## src/cbs_crossbar_switch_defines.vh

```
// constants for the crossbar switch: offsets, fields, resets, encodings
`ifndef CBS_CROSSBAR_SWITCH_DEFINES_VH
`define CBS_CROSSBAR_SWITCH_DEFINES_VH

// ----------------------------------------------------------------
// register offsets
// ----------------------------------------------------------------
`define CBS_REG_AW 11
`define CBS_OFS_EXT_PRI 11'h100
`define CBS_OFS_EXT_CTL 11'h110
`define CBS_OFS_SRAM_PRI 11'h300
`define CBS_OFS_SRAM_CTL 11'h310
`define CBS_OFS_PERI_PRI 11'h700
`define CBS_OFS_PERI_CTL 11'h710

// ----------------------------------------------------------------
// slave port numbering
// ----------------------------------------------------------------
`define CBS_SLV_PERI 0
`define CBS_SLV_SRAM 1
`define CBS_SLV_EXT 2

// ----------------------------------------------------------------
// register fields and reset values
// ----------------------------------------------------------------
`define CBS_PRI_CORE_BIT 0
`define CBS_PRI_DMA_BIT 4
`define CBS_CTL_ARB_LO 8
`define CBS_CTL_ARB_HI 9
`define CBS_CTL_LOCK_BIT 31
`define CBS_PRI_CORE_RST 1'b0
`define CBS_PRI_DMA_RST 1'b1
`define CBS_ARB_RST 2'h0
`define CBS_LOCK_RST 1'b0

// ----------------------------------------------------------------
// encodings
// ----------------------------------------------------------------
`define CBS_ARB_FIXED 2'h0
`define CBS_ARB_RR 2'h1
`define CBS_SZ_BYTE 2'h0
`define CBS_SZ_HALF 2'h1
`define CBS_SZ_WORD 2'h2
`define CBS_SZ_LINE 2'h3
`define CBS_LINE_LAST_BEAT 2'h3
`define CBS_SINGLE_LAST_BEAT 2'h0
`define CBS_BEAT_GAP 2'h2
`define CBS_MST_CORE 1'b0
`define CBS_MST_DMA 1'b1

`endif

```

## src/cbs_crossbar_switch.v

```verilog
// crossbar switch with per-slave arbiters and configuration registers
//
// Overview of operation
// - disjoint master/slave pairs proceed in parallel
// - built with three or two slave ports
// - 32-bit path: byte, half, word, line
// - one clock shared with the masters
// - each slave picks its own arbitration mode
// - fixed mode: masters hold distinct priority levels
// - fixed mode: highest requesting priority wins
// - a just-acked master is skipped for a cycle, so lower ones are not starved
// - round robin: port order first, then rotate
// - two registers per slave port
// - registers at the listed offsets
// - register access completes in two cycles
// - register access only in supervisor mode
// - only 32-bit accesses, others ignored
// - unimplemented location gives bus error
// - locked port: readable, writes get error
// - priority bits: dma bit 4, core bit 0
// - control bits 9:8 select arbitration mode
// - write lock sticky until reset
// - duplicate priority write rejected with error
`include "cbs_crossbar_switch_defines.vh"

module cbs_crossbar_switch #(
  parameter NUM_SLV = 3
) (
  // clock, reset, enable
  input wire clk_i,
  input wire rst_b_i,
  input wire ce_i,
  // master side, master 0 core, master 1 dma
  input wire [1:0] m_req_i,
  input wire [3:0] m_slv_i,
  input wire [1:0] m_write_i,
  input wire [3:0] m_size_i,
  input wire [63:0] m_addr_i,
  input wire [63:0] m_wdata_i,
  output reg [1:0] m_ack_o,
  output reg [63:0] m_rdata_o,
  // slave side
  output wire [NUM_SLV-1:0] s_req_o,
  output wire [NUM_SLV-1:0] s_mst_o,
  output wire [NUM_SLV-1:0] s_write_o,
  output wire [2*NUM_SLV-1:0] s_size_o,
  output wire [32*NUM_SLV-1:0] s_addr_o,
  output wire [32*NUM_SLV-1:0] s_wdata_o,
  input wire [NUM_SLV-1:0] s_ack_i,
  input wire [32*NUM_SLV-1:0] s_rdata_i,
  // peripheral register bus
  input wire reg_sel_i,
  input wire reg_write_i,
  input wire reg_super_i,
  input wire [1:0] reg_size_i,
  input wire [`CBS_REG_AW-1:0] reg_addr_i,
  input wire [31:0] reg_wdata_i,
  output reg reg_done_o,
  output reg reg_err_o,
  output reg [31:0] reg_rdata_o
);

  // ----------------------------------------------------------------
  // offset lookup per slave port
  // ----------------------------------------------------------------
  function [`CBS_REG_AW-1:0] pri_ofs;
    input integer s;
    begin
      case (s)
        `CBS_SLV_PERI: pri_ofs = `CBS_OFS_PERI_PRI;
        `CBS_SLV_SRAM: pri_ofs = `CBS_OFS_SRAM_PRI;
        default: pri_ofs = `CBS_OFS_EXT_PRI;
      endcase
    end
  endfunction

  function [`CBS_REG_AW-1:0] ctl_ofs;
    input integer s;
    begin
      case (s)
        `CBS_SLV_PERI: ctl_ofs = `CBS_OFS_PERI_CTL;
        `CBS_SLV_SRAM: ctl_ofs = `CBS_OFS_SRAM_CTL;
        default: ctl_ofs = `CBS_OFS_EXT_CTL;
      endcase
    end
  endfunction

  // ----------------------------------------------------------------
  // register access front end
  // ----------------------------------------------------------------
  reg rbusy_ff;
  reg lat_write_ff;
  reg lat_super_ff;
  reg [1:0] lat_size_ff;
  reg [`CBS_REG_AW-1:0] lat_addr_ff;
  reg [31:0] lat_wdata_ff;

  wire [NUM_SLV-1:0] hit_pri_v;
  wire [NUM_SLV-1:0] hit_ctl_v;
  wire [NUM_SLV-1:0] lock_v;
  wire [32*NUM_SLV-1:0] rval_v;
  wire lat_word = (lat_size_ff == `CBS_SZ_WORD);
  wire pri_dup = (lat_wdata_ff[`CBS_PRI_CORE_BIT] ==
                  lat_wdata_ff[`CBS_PRI_DMA_BIT]);
  wire exec = rbusy_ff;
  wire [1:0] m_ack_ff_w = m_ack_o;
  wire [2*NUM_SLV-1:0] ack_v;

  reg any_hit;
  reg bad_wr;
  reg [31:0] rd_sel;
  integer i;

  always @*
  begin
    any_hit = 1'b0;
    bad_wr = 1'b0;
    rd_sel = 32'h0;
    for (i = 0; i < NUM_SLV; i = i + 1)
    begin
      if (hit_pri_v[i] | hit_ctl_v[i])
      begin
        any_hit = 1'b1;
        rd_sel = rval_v[32*i +: 32];
        if (lock_v[i])
          bad_wr = 1'b1;
        if (hit_pri_v[i] & pri_dup)
          bad_wr = 1'b1;
      end
    end
  end

  // request taken on sel, answered at the second edge
  always @(posedge clk_i or negedge rst_b_i)
  begin
    if (!rst_b_i)
    begin
      rbusy_ff <= 1'b0;
      lat_write_ff <= 1'b0;
      lat_super_ff <= 1'b0;
      lat_size_ff <= 2'h0;
      lat_addr_ff <= {`CBS_REG_AW{1'b0}};
      lat_wdata_ff <= 32'h0;
      reg_done_o <= 1'b0;
      reg_err_o <= 1'b0;
      reg_rdata_o <= 32'h0;
    end
    else if (ce_i)
    begin
      reg_done_o <= exec;
      reg_err_o <= 1'b0;
      reg_rdata_o <= 32'h0;
      if (reg_sel_i & ~rbusy_ff)
      begin
        rbusy_ff <= 1'b1;
        lat_write_ff <= reg_write_i;
        lat_super_ff <= reg_super_i;
        lat_size_ff <= reg_size_i;
        lat_addr_ff <= reg_addr_i;
        lat_wdata_ff <= reg_wdata_i;
      end
      else
        rbusy_ff <= 1'b0;
      if (exec)
      begin
        // user mode and holes both end in a bus error
        reg_err_o <= ~lat_super_ff | ~any_hit |
                     (lat_write_ff & lat_word & bad_wr);
        if (lat_super_ff & lat_word & ~lat_write_ff)
          reg_rdata_o <= rd_sel;
      end
    end
  end

  // ----------------------------------------------------------------
  // per slave port: registers and arbiter
  // ----------------------------------------------------------------
  genvar s;
  generate
    for (s = 0; s < NUM_SLV; s = s + 1)
    begin : g_slv
      reg pri_core_ff;
      reg pri_dma_ff;
      reg lock_ff;
      reg [1:0] arb_ff;
      reg busy_ff;
      reg own_ff;
      reg last_own_ff;
      reg req_ff;
      reg [1:0] beat_ff;
      reg [1:0] gap_ff;
      reg wr_ff;
      reg [1:0] sz_ff;
      reg [31:0] addr_ff;
      reg [31:0] wd_ff;

      wire hit_pri = (lat_addr_ff == pri_ofs(s));
      wire hit_ctl = (lat_addr_ff == ctl_ofs(s));
      wire wr_ok = exec & lat_write_ff & lat_super_ff & lat_word &
                   ~lock_ff;
      wire [1:0] want;
      wire both = &want;
      wire rr = (arb_ff == `CBS_ARB_RR);
      // unique levels make the core bit alone decide the winner
      wire pick = both ? (rr ? ~last_own_ff : pri_core_ff) : want[1];
      wire [1:0] last_beat = (sz_ff == `CBS_SZ_LINE) ?
                             `CBS_LINE_LAST_BEAT : `CBS_SINGLE_LAST_BEAT;
      wire beat_done = req_ff & s_ack_i[s];

      // a master just acked is skipped so its stale request is not reissued
      assign want[0] = m_req_i[0] & ~m_ack_ff_w[0] &
                       (m_slv_i[1:0] == s);
      assign want[1] = m_req_i[1] & ~m_ack_ff_w[1] &
                       (m_slv_i[3:2] == s);

      assign hit_pri_v[s] = hit_pri;
      assign hit_ctl_v[s] = hit_ctl;
      assign lock_v[s] = lock_ff;
      assign rval_v[32*s +: 32] = hit_pri ?
        (({31'h0, pri_core_ff} << `CBS_PRI_CORE_BIT) |
         ({31'h0, pri_dma_ff} << `CBS_PRI_DMA_BIT)) :
        (({31'h0, lock_ff} << `CBS_CTL_LOCK_BIT) |
         ({30'h0, arb_ff} << `CBS_CTL_ARB_LO));
      assign ack_v[2*s] = beat_done & (own_ff == `CBS_MST_CORE);
      assign ack_v[2*s+1] = beat_done & (own_ff == `CBS_MST_DMA);

      assign s_req_o[s] = req_ff;
      assign s_mst_o[s] = own_ff;
      assign s_write_o[s] = wr_ff;
      assign s_size_o[2*s +: 2] = sz_ff;
      assign s_addr_o[32*s +: 32] = addr_ff;
      assign s_wdata_o[32*s +: 32] = wd_ff;

      // configuration registers
      always @(posedge clk_i or negedge rst_b_i)
      begin
        if (!rst_b_i)
        begin
          pri_core_ff <= `CBS_PRI_CORE_RST;
          pri_dma_ff <= `CBS_PRI_DMA_RST;
          lock_ff <= `CBS_LOCK_RST;
          arb_ff <= `CBS_ARB_RST;
        end
        else if (ce_i)
        begin
          if (wr_ok & hit_pri & ~pri_dup)
          begin
            pri_core_ff <= lat_wdata_ff[`CBS_PRI_CORE_BIT];
            pri_dma_ff <= lat_wdata_ff[`CBS_PRI_DMA_BIT];
          end
          if (wr_ok & hit_ctl)
          begin
            arb_ff <= lat_wdata_ff[`CBS_CTL_ARB_HI:`CBS_CTL_ARB_LO];
            lock_ff <= lat_wdata_ff[`CBS_CTL_LOCK_BIT];
          end
        end
      end

      // arbiter and registered slave-side path
      always @(posedge clk_i or negedge rst_b_i)
      begin
        if (!rst_b_i)
        begin
          busy_ff <= 1'b0;
          own_ff <= `CBS_MST_CORE;
          last_own_ff <= `CBS_MST_DMA;
          req_ff <= 1'b0;
          beat_ff <= 2'h0;
          gap_ff <= 2'h0;
          wr_ff <= 1'b0;
          sz_ff <= `CBS_SZ_BYTE;
          addr_ff <= 32'h0;
          wd_ff <= 32'h0;
        end
        else if (ce_i)
        begin
          if (!busy_ff)
          begin
            if (|want)
            begin
              busy_ff <= 1'b1;
              own_ff <= pick;
              last_own_ff <= pick;
              req_ff <= 1'b1;
              beat_ff <= 2'h0;
              wr_ff <= m_write_i[pick];
              sz_ff <= m_size_i[2*pick +: 2];
              addr_ff <= m_addr_i[32*pick +: 32];
              wd_ff <= m_wdata_i[32*pick +: 32];
            end
          end
          else if (beat_done)
          begin
            req_ff <= 1'b0;
            if (beat_ff == last_beat)
              busy_ff <= 1'b0;
            else
            begin
              // wait for the master to present the next beat's data
              beat_ff <= beat_ff + 2'h1;
              gap_ff <= `CBS_BEAT_GAP;
            end
          end
          else if (gap_ff != 2'h0)
          begin
            gap_ff <= gap_ff - 2'h1;
            if (gap_ff == 2'h1)
            begin
              req_ff <= 1'b1;
              wd_ff <= m_wdata_i[32*own_ff +: 32];
            end
          end
        end
      end
    end
  endgenerate

  // ----------------------------------------------------------------
  // master-side answers
  // ----------------------------------------------------------------
  reg [1:0] nxt_ack;
  reg [63:0] nxt_rdata;
  integer k;

  always @*
  begin
    nxt_ack = 2'h0;
    nxt_rdata = 64'h0;
    for (k = 0; k < NUM_SLV; k = k + 1)
    begin
      if (ack_v[2*k])
      begin
        nxt_ack[0] = 1'b1;
        nxt_rdata[31:0] = s_rdata_i[32*k +: 32];
      end
      if (ack_v[2*k+1])
      begin
        nxt_ack[1] = 1'b1;
        nxt_rdata[63:32] = s_rdata_i[32*k +: 32];
      end
    end
  end

  always @(posedge clk_i or negedge rst_b_i)
  begin
    if (!rst_b_i)
    begin
      m_ack_o <= 2'h0;
      m_rdata_o <= 64'h0;
    end
    else if (ce_i)
    begin
      m_ack_o <= nxt_ack;
      m_rdata_o <= nxt_rdata;
    end
  end

endmodule

```

## config.mk

```make
export PLATFORM = sky130hd
export DESIGN_NAME = cbs_crossbar_switch
export DESIGN_NICKNAME = d
export VERILOG_FILES = /design/src/cbs_crossbar_switch.v
export VERILOG_INCLUDE_DIRS = /design/src /design/src/src
export SDC_FILE = /design/constraint.sdc
export NUM_CORES = 1
export LEC_CHECK = 0
export ABC_AREA = 1
export BUFFER_PORTS_ARGS = -buffer_cell sky130_fd_sc_hd__buf_4
export CORE_AREA = 2 2 234 236
export CTS_BUF_LIST = sky130_fd_sc_hd__clkbuf_16
export CTS_CLUSTER_DIAMETER = 100
export CTS_CLUSTER_SIZE = 25
export DETAILED_ROUTE_END_ITERATION = 16
export DIE_AREA = 0 0 236 238
export PLACE_DENSITY_LB_ADDON = 0.15
export SYNTH_ARGS = -nofsm -noshare
export SYNTH_HDL_FRONTEND = slang
export SYNTH_SLANG_ARGS = --single-unit
export TNS_END_PERCENT = 20
```

## constraint.sdc

```tcl
create_clock -name clk_i -period 1.7 [get_ports clk_i]
set_input_delay 0.17 -clock clk_i [delete_from_list [all_inputs] [get_ports clk_i]]
set_output_delay 0.17 -clock clk_i [all_outputs]
set_load 0.02 [all_outputs]
```

==> results of run 1 <==
-- timing repair --
action	CTS	global route
gates resized for setup	61	55
setup endpoints to repair	194	227
cloned	8	8
endpoints found under the hold margin	564	0
pin swaps	20	21
hold buffers	226	0
buffers inserted	15	5
-- worst reg2reg max path, delay by kind of cell, from the launching register on --
| family | cells | cell delay [ns] |
|---|---|---|
| AND/OR/NAND/NOR | 5 | 0.40 |
| buffers and inverters | 5 | 0.64 |
| AO/OA/AOI/OAI | 2 | 0.26 |
| flip-flops | 1 | 0.42 |
-- logic make-up after synthesis --
kind of cell               after synthesis  synth area share (%)
DFF                                    334                  49.8
and+or+nand+nor                       1011                  23.8
adders and majority gates                6                 0.446
buffers and inverters                  306                  8.20
muxes                                    5                 0.335
other                                    1                0.0223
AOI/OAI and AO/OA                      501                  17.5
-- synthesized netlist by cell type (44+ instances only) --
master    count  area, um^2
clkbuf_1     66         248
dfrtp_1     328        8210
nand3_1      59         295
inv_1       130         488
buf_4        44         330
o211ai_1     99         743
buf_2        49         245
a31oi_1     104         651
a21oi_1      92         460
nand2_1     671        2520
o21ai_0     153         766
nor2_1      248         931
-- final cells by class --
class / count / area (um^2)
tap: 696 / 871
multi-input combinational: 1550 / 7400
fill: 5114 / 27400
sequential: 334 / 8370
clock buffer: 19 / 475
inverter: 140 / 538
antenna: 2 / 5.00
clock inverter: 12 / 105
timing repair buffer: 908 / 8290
-- stage by stage --
| step | total power [uW] | hold WS, ns | worst slack [ns] |
|---|---|---|---|
| 2_1_floorplan | 18100 | -0.126 | 0.0230 |
| 3_3_place_gp | 24300 | 0.114 | -0.164 |
| 3_5_place_dp | 24500 | 0.109 | -0.176 |
| 4_1_cts | 31500 | 0.00000527 | -0.112 |
| 5_1_grt | 33200 | 0.00229 | -0.219 |
| 6_report | 31500 | 0.0238 | -0.0964 |
-- power by group through the flow --
stage	clock network (uW)	logic, uW	registers (uW)
2_1_floorplan	0	4600	13500
3_3_place_gp	0	12700	11700
3_5_place_dp	0	12800	11700
4_1_cts	5430	14500	11600
5_1_grt	5670	15700	11800
6_report	5230	14700	11600
-- metal layers --
metal / part of all wire [%] / up-vias
li1: - / 8627
met1: 42 / 8831
met2: 47 / 765
met3: 7.8 / 120
met4: 3.2 / 4
met5: 0.046 / -
-- state kept, by name, indices dropped and copies added, names as in the netlist, 5 cells and up --
name           cells
g_slv.addr_ff     96
g_slv.arb_ff       6
g_slv.beat_ff      6
g_slv.gap_ff       6
g_slv.sz_ff        6
g_slv.wd_ff       96
lat_addr_ff       11
lat_wdata_ff       5
m_rdata_o         64
reg_rdata_o        5
-- worst min path at each step --
stage | startpoint | endpoint | slack [ns] | cells past startpoint
2_1_floorplan | rst_b_i | exec | -0.13 | 0
3_3_place_gp | rst_b_i | g_slv[2].addr_ff[14] | 0.11 | 1
3_5_place_dp | rst_b_i | g_slv[2].addr_ff[15] | 0.11 | 1
4_1_cts | m_wdata_i[46] | g_slv[0].wd_ff[14] | 0.000005 | 5
5_1_grt | m_wdata_i[46] | g_slv[2].wd_ff[14] | 0.002 | 5
6_report | m_wdata_i[46] | g_slv[0].wd_ff[14] | 0.02 | 5
-- cell usage in the layout, fill, tap and decap left out, types with 3 or more instances in the layout --
cell	n
clkbuf_16	26
clkinv_2	4
nand2_4	6
nand2_2	38
o21ai_1	45
nand2_1	632
conb_1	27
o21ai_2	7
nor3_4	3
nand3_1	56
nand4_1	3
dlygate4sd3_1	226
nor2_4	6
a31oi_1	104
ha_1	6
nand3b_1	9
dfstp_2	6
inv_2	9
a21oi_1	89
buf_6	13
o211ai_1	99
buf_16	7
buf_4	605
buf_12	44
nor2_1	246
nand3_2	3
inv_1	128
nor3_1	3
mux2_2	5
o21ai_0	142
dfrtp_1	327
buf_8	6
inv_8	3
==> flow_summary.ini, run 1 <==
[critical_path]
critPathLaunch = m_ack_o[0]
critPathMostFrequentCell = nand2_4
crit_chain = inv_2 -> nand2_4 -> nor3_4 -> buf_4 -> nand2_2 -> nand2_4 -> o21ai_4 -> buf_12 -> buf_8 -> buf_16 -> o211ai_1 -> nand2_1
worst_r2r_path_depth = 12
end_kind = flip-flop
worstSetupStartpointType = flip-flop
crit_end = g_slv[2].wd_ff[25]
r2r_slack_ns = -0.1
slowest_delay_ns = 0.42
path_depth = 12
path_max_fanout = 8
timing.rr.start = m_ack_o[0]
cp.required_ns = 2.17
arrival_ns = 2.26
path_buf_inv = 5
timing.rr.end = g_slv[2].wd_ff[25]
cpLargestDelayFamily = buffers and inverters
critPathKind = flip-flop to flip-flop
cpMaxStageDelayCell = dfrtp_2

[synthesis]
syn_area_per_cell_um2 = 7.77
ys.flop_type = dfrtp_1
ys_warn_count = 0
synth_cell_type_count = 41
async_flop_share_pct = 100
synth_enable_flop_cells = 0
ys_seq_area_share_pct = 49.8
synth_cells = 2164
syn_area_um2 = 16800
synth-seq-cells = 334

[global_route]
top_usage_layer = met2
grt_remaining_overflow = 0
grt_max_degree = 53
antenna_found_initial = 4
use_met1_pct = 31.3
grt_pass1_wl_um = 107000
met2_usage_pct = 40.7
grt_pass1_vias = 18200
met3_usage_pct = 5.63
gr-usage-all-layers_pct = 24.3

[routing]
ant_nets = 0
drt_wl_total_um = 72400
drtIter0Drc = 1366
vias = 18300
wire_per_inst_um = 19.8
firstDrtPassIters = 7
detail_route.vias_per_cell = 5.01
drc = 0

[sta]
setup_violations = 108
fmax_mhz = 557
fin_ws_ns = -0.0964
tns_ns = -3.46
hold_viol = 0
finClkSkew_ns = 0.0349
fin_crit_sh_pct = 106
drv_slew = 0
grt_setup_unrepaired = yes
min_period_ns = 1.80

[floorplan]
rows = 85
fp.dieH_um = 238
die_area_um2 = 56200
fp.dieW_um = 236
start_util_pct = 31.4
coreArea_um2 = 53500
pin_count = 597

[pwr]
p_seq_share_pct = 36.8
internal-power_uw = 18500
ir_drop_uv = 655
power_frac_clock_pct = 16.6
p_sw_uw = 13000
switching_share_pct = 41.3
leakagePower_uw = 0.0130
power.density_nw_per_um2 = 1210
pwr-share-comb_pct = 46.6

[status]
violations = negative setup slack
status = finished, violations left

[cts]
cts.clk_slew.worst_paths_ns = 0.12
h-tree-depth = 1
insertion_delay_ns = 0.57
tritoncts = yes
clk_path_buf_depth = 3
cts_buffers = 19
cts_num_sinks = 334
cts_root_buf = clkbuf_16

[worst_hold_path]
holdCritPathClass = input pin to flip-flop

[layout]
fin_cells = 3661
stdcell_area_um2 = 26000
syn_to_final_growth_pct = 54.9
num-nets-final = 3249
utilization_pct = 48.7
drive_gt1_share_pct = 27.3

[job]
maxCapViolations = 0

[placed_design]
dp.cells = 3367
place_area_um2 = 22300
place_congestion = 0.891
dp_hpwl_um = 48900
port-buffer-count = 542
(Power assumes the default switching activity.)
==> run 2: changes to the inputs <==
CELL_PAD_IN_SITES_DETAIL_PLACEMENT = 0   (was default)
CELL_PAD_IN_SITES_GLOBAL_PLACEMENT = 1   (was default)
CORE_AREA = 2 2 230 232   (was 2 2 234 236)
DIE_AREA = 0 0 232 234   (was 0 0 236 238)
clock period = 2.2 ns   (was 1.7 ns; I/O delays follow)
==> flow_summary.ini, run 2 (synthesis gave the netlist of run 1 again) <==
[placed_design]
dp_slack_ns = 0.169
dp_hpwl_um = 46900
dp.cells = 3312
place_congestion = 0.890
port-buffer-count = 542
place_area_um2 = 21600

[sta]
min_period_ns = 2.08
setup_violations = 0
drv_slew = 0
fmax_mhz = 482
timing.hold.ws_ns = 0.0238
fin_ws_ns = 0.124
fin_crit_sh_pct = 94.4
relSlewSlack_pct = 41.7
hold_viol = 0
finClkSkew_ns = 0.0396
worstMarginPinSlew_ns = 0.875

[global_route]
grt_max_degree = 74
grt_remaining_overflow = 0
gr-usage-all-layers_pct = 24.4
antenna_found_initial = 3
grt_pass1_wl_um = 103000
grt_pass1_vias = 17400

[cts]
h-tree-depth = 1
cts_num_sinks = 334
cts.clk_slew.worst_paths_ns = 0.11
clk_path_buf_depth = 3
cts_buffers = 19
cts_root_buf = clkbuf_16
tritoncts = yes
insertion_delay_ns = 0.55

[pwr]
p_total_uw = 22800
power.density_nw_per_um2 = 937
ir_drop_uv = 514
leakagePower_uw = 0.0122

[routing]
ant_nets = 0
detail_route.vias_per_cell = 4.99
drtIter0Drc = 1168
drt_wl_total_um = 68900
vias = 17700
wire_per_inst_um = 19.4
firstDrtPassIters = 7
drc = 0

[worst_hold_path]
holdCritPathClass = input pin to flip-flop

[critical_path]
cpMaxStageDelayCell = dlygate4sd3_1
critPathKind = flip-flop to flip-flop
worstSetupStartpointType = flip-flop
end_kind = flip-flop
slowest_delay_ns = 0.60
cp.required_ns = 2.62
arrival_ns = 2.49
crit_chain = nand2_2 -> nor2_2 -> inv_2 -> buf_6 -> o21ai_0 -> o211ai_1 -> a31oi_1 -> dlygate4sd3_1
path_max_fanout = 22

[layout]
drive_gt1_share_pct = 23.4
largest_registers = g_slv.addr_ff (96), g_slv.wd_ff (96), m_rdata_o (64)
stdcell_area_um2 = 24300
final_cell_mix = nand2_1 (670), buf_4 (579), dfrtp_1 (328)
fin_cells = 3553
syn_to_final_growth_pct = 44.7
layout_commonest_cell = nand2_1
fillCellCount = 5249
num-nets-final = 3148

[status]
status = finished clean

[job]
maxCapViolations = 0

[floorplan]
fp.dieH_um = 234
coreArea_um2 = 52000
start_util_pct = 32.3
die_area_um2 = 54300
rows = 84
pin_count = 597
fp.dieW_um = 232
## run 2: cell count changes in the layout (fill, tap and decap cells not counted), sizes merged
| cell | delta |
|---|---|
| dlygate4sd3 | -19 |
| clkbuf | -7 |
| buf | -75 |
| clkinvlp | -1 |
| clkinv | +3 |
| inv | -1 |
## run 2: worst max-delay path, delay by kind of cell (launching register included)
family | cells | cell delay, ns
flip-flops | 1 | 0.44
AND/OR/NAND/NOR | 2 | 0.22
AO/OA/AOI/OAI | 3 | 0.30
buffers and inverters | 3 | 0.98
## run 2: metrics by stage
| stage | util [%] | setup TNS [ns] |
|---|---|---|
| CTS | 46.7 | 0 |
| global placement | 41.6 | 0 |
| floorplan | - | 0 |
| global route | 46.8 | -0.0132 |
| finish | 46.8 | 0 |
| detailed placement | 41.6 | 0 |
## run 2: layer usage
metal	part of all wire, %	vias up	routed length [um]	track usage, %
met5	0.012	-	8	0
met4	3.8	2	2600	9.15
met3	7.8	121	5410	5.25
met1	42	8531	28700	31.5
li1	-	8427	-	-
met2	47	666	32200	40.1
## run 2: power by group
part / switching [uW] / internal, uW
Sequential: 1090 / 7780
Clock: 2350 / 1660
Combinational: 5970 / 3950
## run 2: final timing paths
kind / startpoint / end / slack [ns] / cells past startpoint
max: g_slv[1].req_ff / m_rdata_o[28] / 0.12 / 8
min: s_rdata_i[51] / m_rdata_o[51] / 0.02 / 3
max reg2reg: g_slv[1].req_ff / m_rdata_o[28] / 0.12 / 8
min reg2reg: g_slv[0].wd_ff[25] / g_slv[0].wd_ff[25] / 0.49 / 2
max in group asynchronous: rst_b_i / g_slv[0].wd_ff[23] / 1.20 / 4
min in group asynchronous: rst_b_i / g_slv[1].addr_ff[15] / 0.17 / 2
## run 2: area by class of cell
type                    instances  area, um^2  share of cell area [%]
clock buffers                  19         475                    1.95
multi-input cells            1550        7190                    29.5
diodes                          2        5.00                  0.0206
well taps                     688         861                    3.54
inverters                     140         531                    2.18
clock inverters                13         104                   0.427
repair buffers                807        6800                    27.9
flip-flops and latches        334        8370                    34.4
## run 2: repair_timing
item	4_1_cts	5_1_grt
buffers inserted	0	0
resized for setup	0	8
hold buffers	207	0
hold endpoints to repair	325	0
setup endpoints to repair	0	12
==> run 3: changes to the inputs <==
CELL_PAD_IN_SITES_DETAIL_PLACEMENT = 1   (was 0)
CORE_AREA = 2 2 233 235   (was 2 2 230 232)
DIE_AREA = 0 0 235 237   (was 0 0 232 234)
SKIP_LAST_GASP = 1   (was default)
clock period = 2.35 ns   (was 2.2 ns; I/O delays follow)
==> flow_summary.ini, run 3 (synthesis gave the netlist of run 1 again) <==
[sta]
finClkSkew_ns = 0.0195
drv_slew = 0
setup_violations = 0
tns_ns = 0
hold_viol = 0
fmax_mhz = 479
fin_crit_sh_pct = 88.7
grt_setup_unrepaired = no
worstMarginPinSlew_ns = 0.981
relSlewSlack_pct = 34.6
min_period_ns = 2.09

[global_route]
grt_pass1_wl_um = 113000
grt_pass1_vias = 19300
grt_max_degree = 92
antenna_found_initial = 5
grt_remaining_overflow = 0
gr-usage-all-layers_pct = 25.7

[routing]
vias = 17900
firstDrtPassIters = 5
drtIter0Drc = 881
wire_per_inst_um = 20.8
ant_nets = 0
drc = 0
drt_wl_total_um = 73400
detail_route.vias_per_cell = 5.05

[cts]
cts_num_sinks = 334
cts_setup_buffers = 0
cts.clk_slew.worst_paths_ns = 0.10
insertion_delay_ns = 0.55
cts_root_buf = clkbuf_16
clk_path_buf_depth = 3
h-tree-depth = 1
cts_buffers = 19
tritoncts = yes

[layout]
syn_to_final_growth_pct = 43.0
stdcell_area_um2 = 24000
layout_commonest_cell = nand2_1
fin_cells = 3533
num-nets-final = 3117
largest_registers = g_slv.addr_ff (96), g_slv.wd_ff (96), m_rdata_o (64)
drive_gt1_share_pct = 23.6
final_cell_mix = nand2_1 (670), buf_4 (577), dfrtp_1 (328)

[critical_path]
arrival_ns = 2.58
critPathKind = flip-flop to flip-flop
path_max_fanout = 33
cp.required_ns = 2.84
end_kind = flip-flop
worstSetupStartpointType = flip-flop

[pwr]
p_seq_share_pct = 38.9
switching_share_pct = 41.7
internal-power_uw = 12500
p_sw_uw = 8940
ir_drop_uv = 483
leakagePower_uw = 0.0120
power_frac_clock_pct = 17.6
pwr-share-comb_pct = 43.5
power.density_nw_per_um2 = 891

[placed_design]
dp_hpwl_um = 50900
place_area_um2 = 21700
port-buffer-count = 542
dp.cells = 3317
place_congestion = 0.860

[floorplan]
pin_count = 597
fp.dieW_um = 235
die_area_um2 = 55700
rows = 85
start_util_pct = 31.6
fp.dieH_um = 237
coreArea_um2 = 53300

[worst_hold_path]
holdCritPathClass = input pin to flip-flop

[status]
status = finished clean

[job]
maxCapViolations = 0
[run 3: cell types whose count changed in the layout (fill, tap and decap cells not counted), sizes merged]
cell         previous run  this run
diode                   2         4
clkinv                 10         7
inv                   143       144
dlygate4sd3           207       179
buf                   600       597
clkinvlp                0         3
[run 3: what timing repair did]
item,4_1_cts,5_1_grt
hold buffers,179,0
endpoints found under the setup margin,0,2
resized for setup,0,4
endpoints found under the hold margin,288,0
[run 3: per-layer routing]
layer / vias to the layer above / GRT usage (%) / routed length, um
met5: - / 0 / 16
met4: 2 / 9.23 / 2680
met3: 126 / 5.42 / 4680
met2: 490 / 44.1 / 35500
met1: 8882 / 31.9 / 30600
li1: 8355 / - / -
[run 3: cell type report]
type	instances	area [um^2]
antenna	4	10.0
clock buffer	19	475
clock inverter	14	105
fill	6482	29200
inverter	140	531
multi-input combinational	1550	7180
sequential	334	8370
tap	696	871
timing repair buffer	776	6510
[run 3: power by group through the flow]
stage          clock (uW)  combinational, uW  sequential, uW
4_1_cts              3930               9340            8340
3_5_place_dp            0               9060            8450
3_3_place_gp            0               8860            8380
5_1_grt              4070              10100            8510
2_1_floorplan           0               3330            9790
6_report             3760               9320            8330
[run 3: final timing paths]
check	startpoint	endpoint	slack, ns	cells after the start
max	g_slv[2].req_ff	m_rdata_o[3]	0.26	6
min	s_rdata_i[33]	m_rdata_o[1]	0.02	3
max reg2reg	g_slv[2].req_ff	m_rdata_o[3]	0.26	6
min reg2reg	reg_done_o	reg_done_o	0.49	2
max in group asynchronous	rst_b_i	reg_done_o	1.34	3
min in group asynchronous	rst_b_i	g_slv[2].addr_ff[6]	0.20	2
[run 3: per-stage QoR]
stage	setup slack (ns)	total power [uW]	hold WS, ns	utilization (%)
floorplan	0.650	13100	-0.0606	-
global placement	0.420	17200	0.195	40.6
detailed placement	0.291	17500	0.199	40.6
CTS	0.161	21600	0.000668	45.1
global route	0.0625	22700	0.0244	45.1
finish	0.264	21400	0.0188	45.1
[run 3: worst max-delay path: stages (launching register included)]
cell and delay, ns:
dfrtp_1 0.38, nand2_1 0.19, nor2_2 0.20, buf_4 0.43, nand2_1 0.09, a31oi_1 0.17
dlygate4sd3_1 0.56
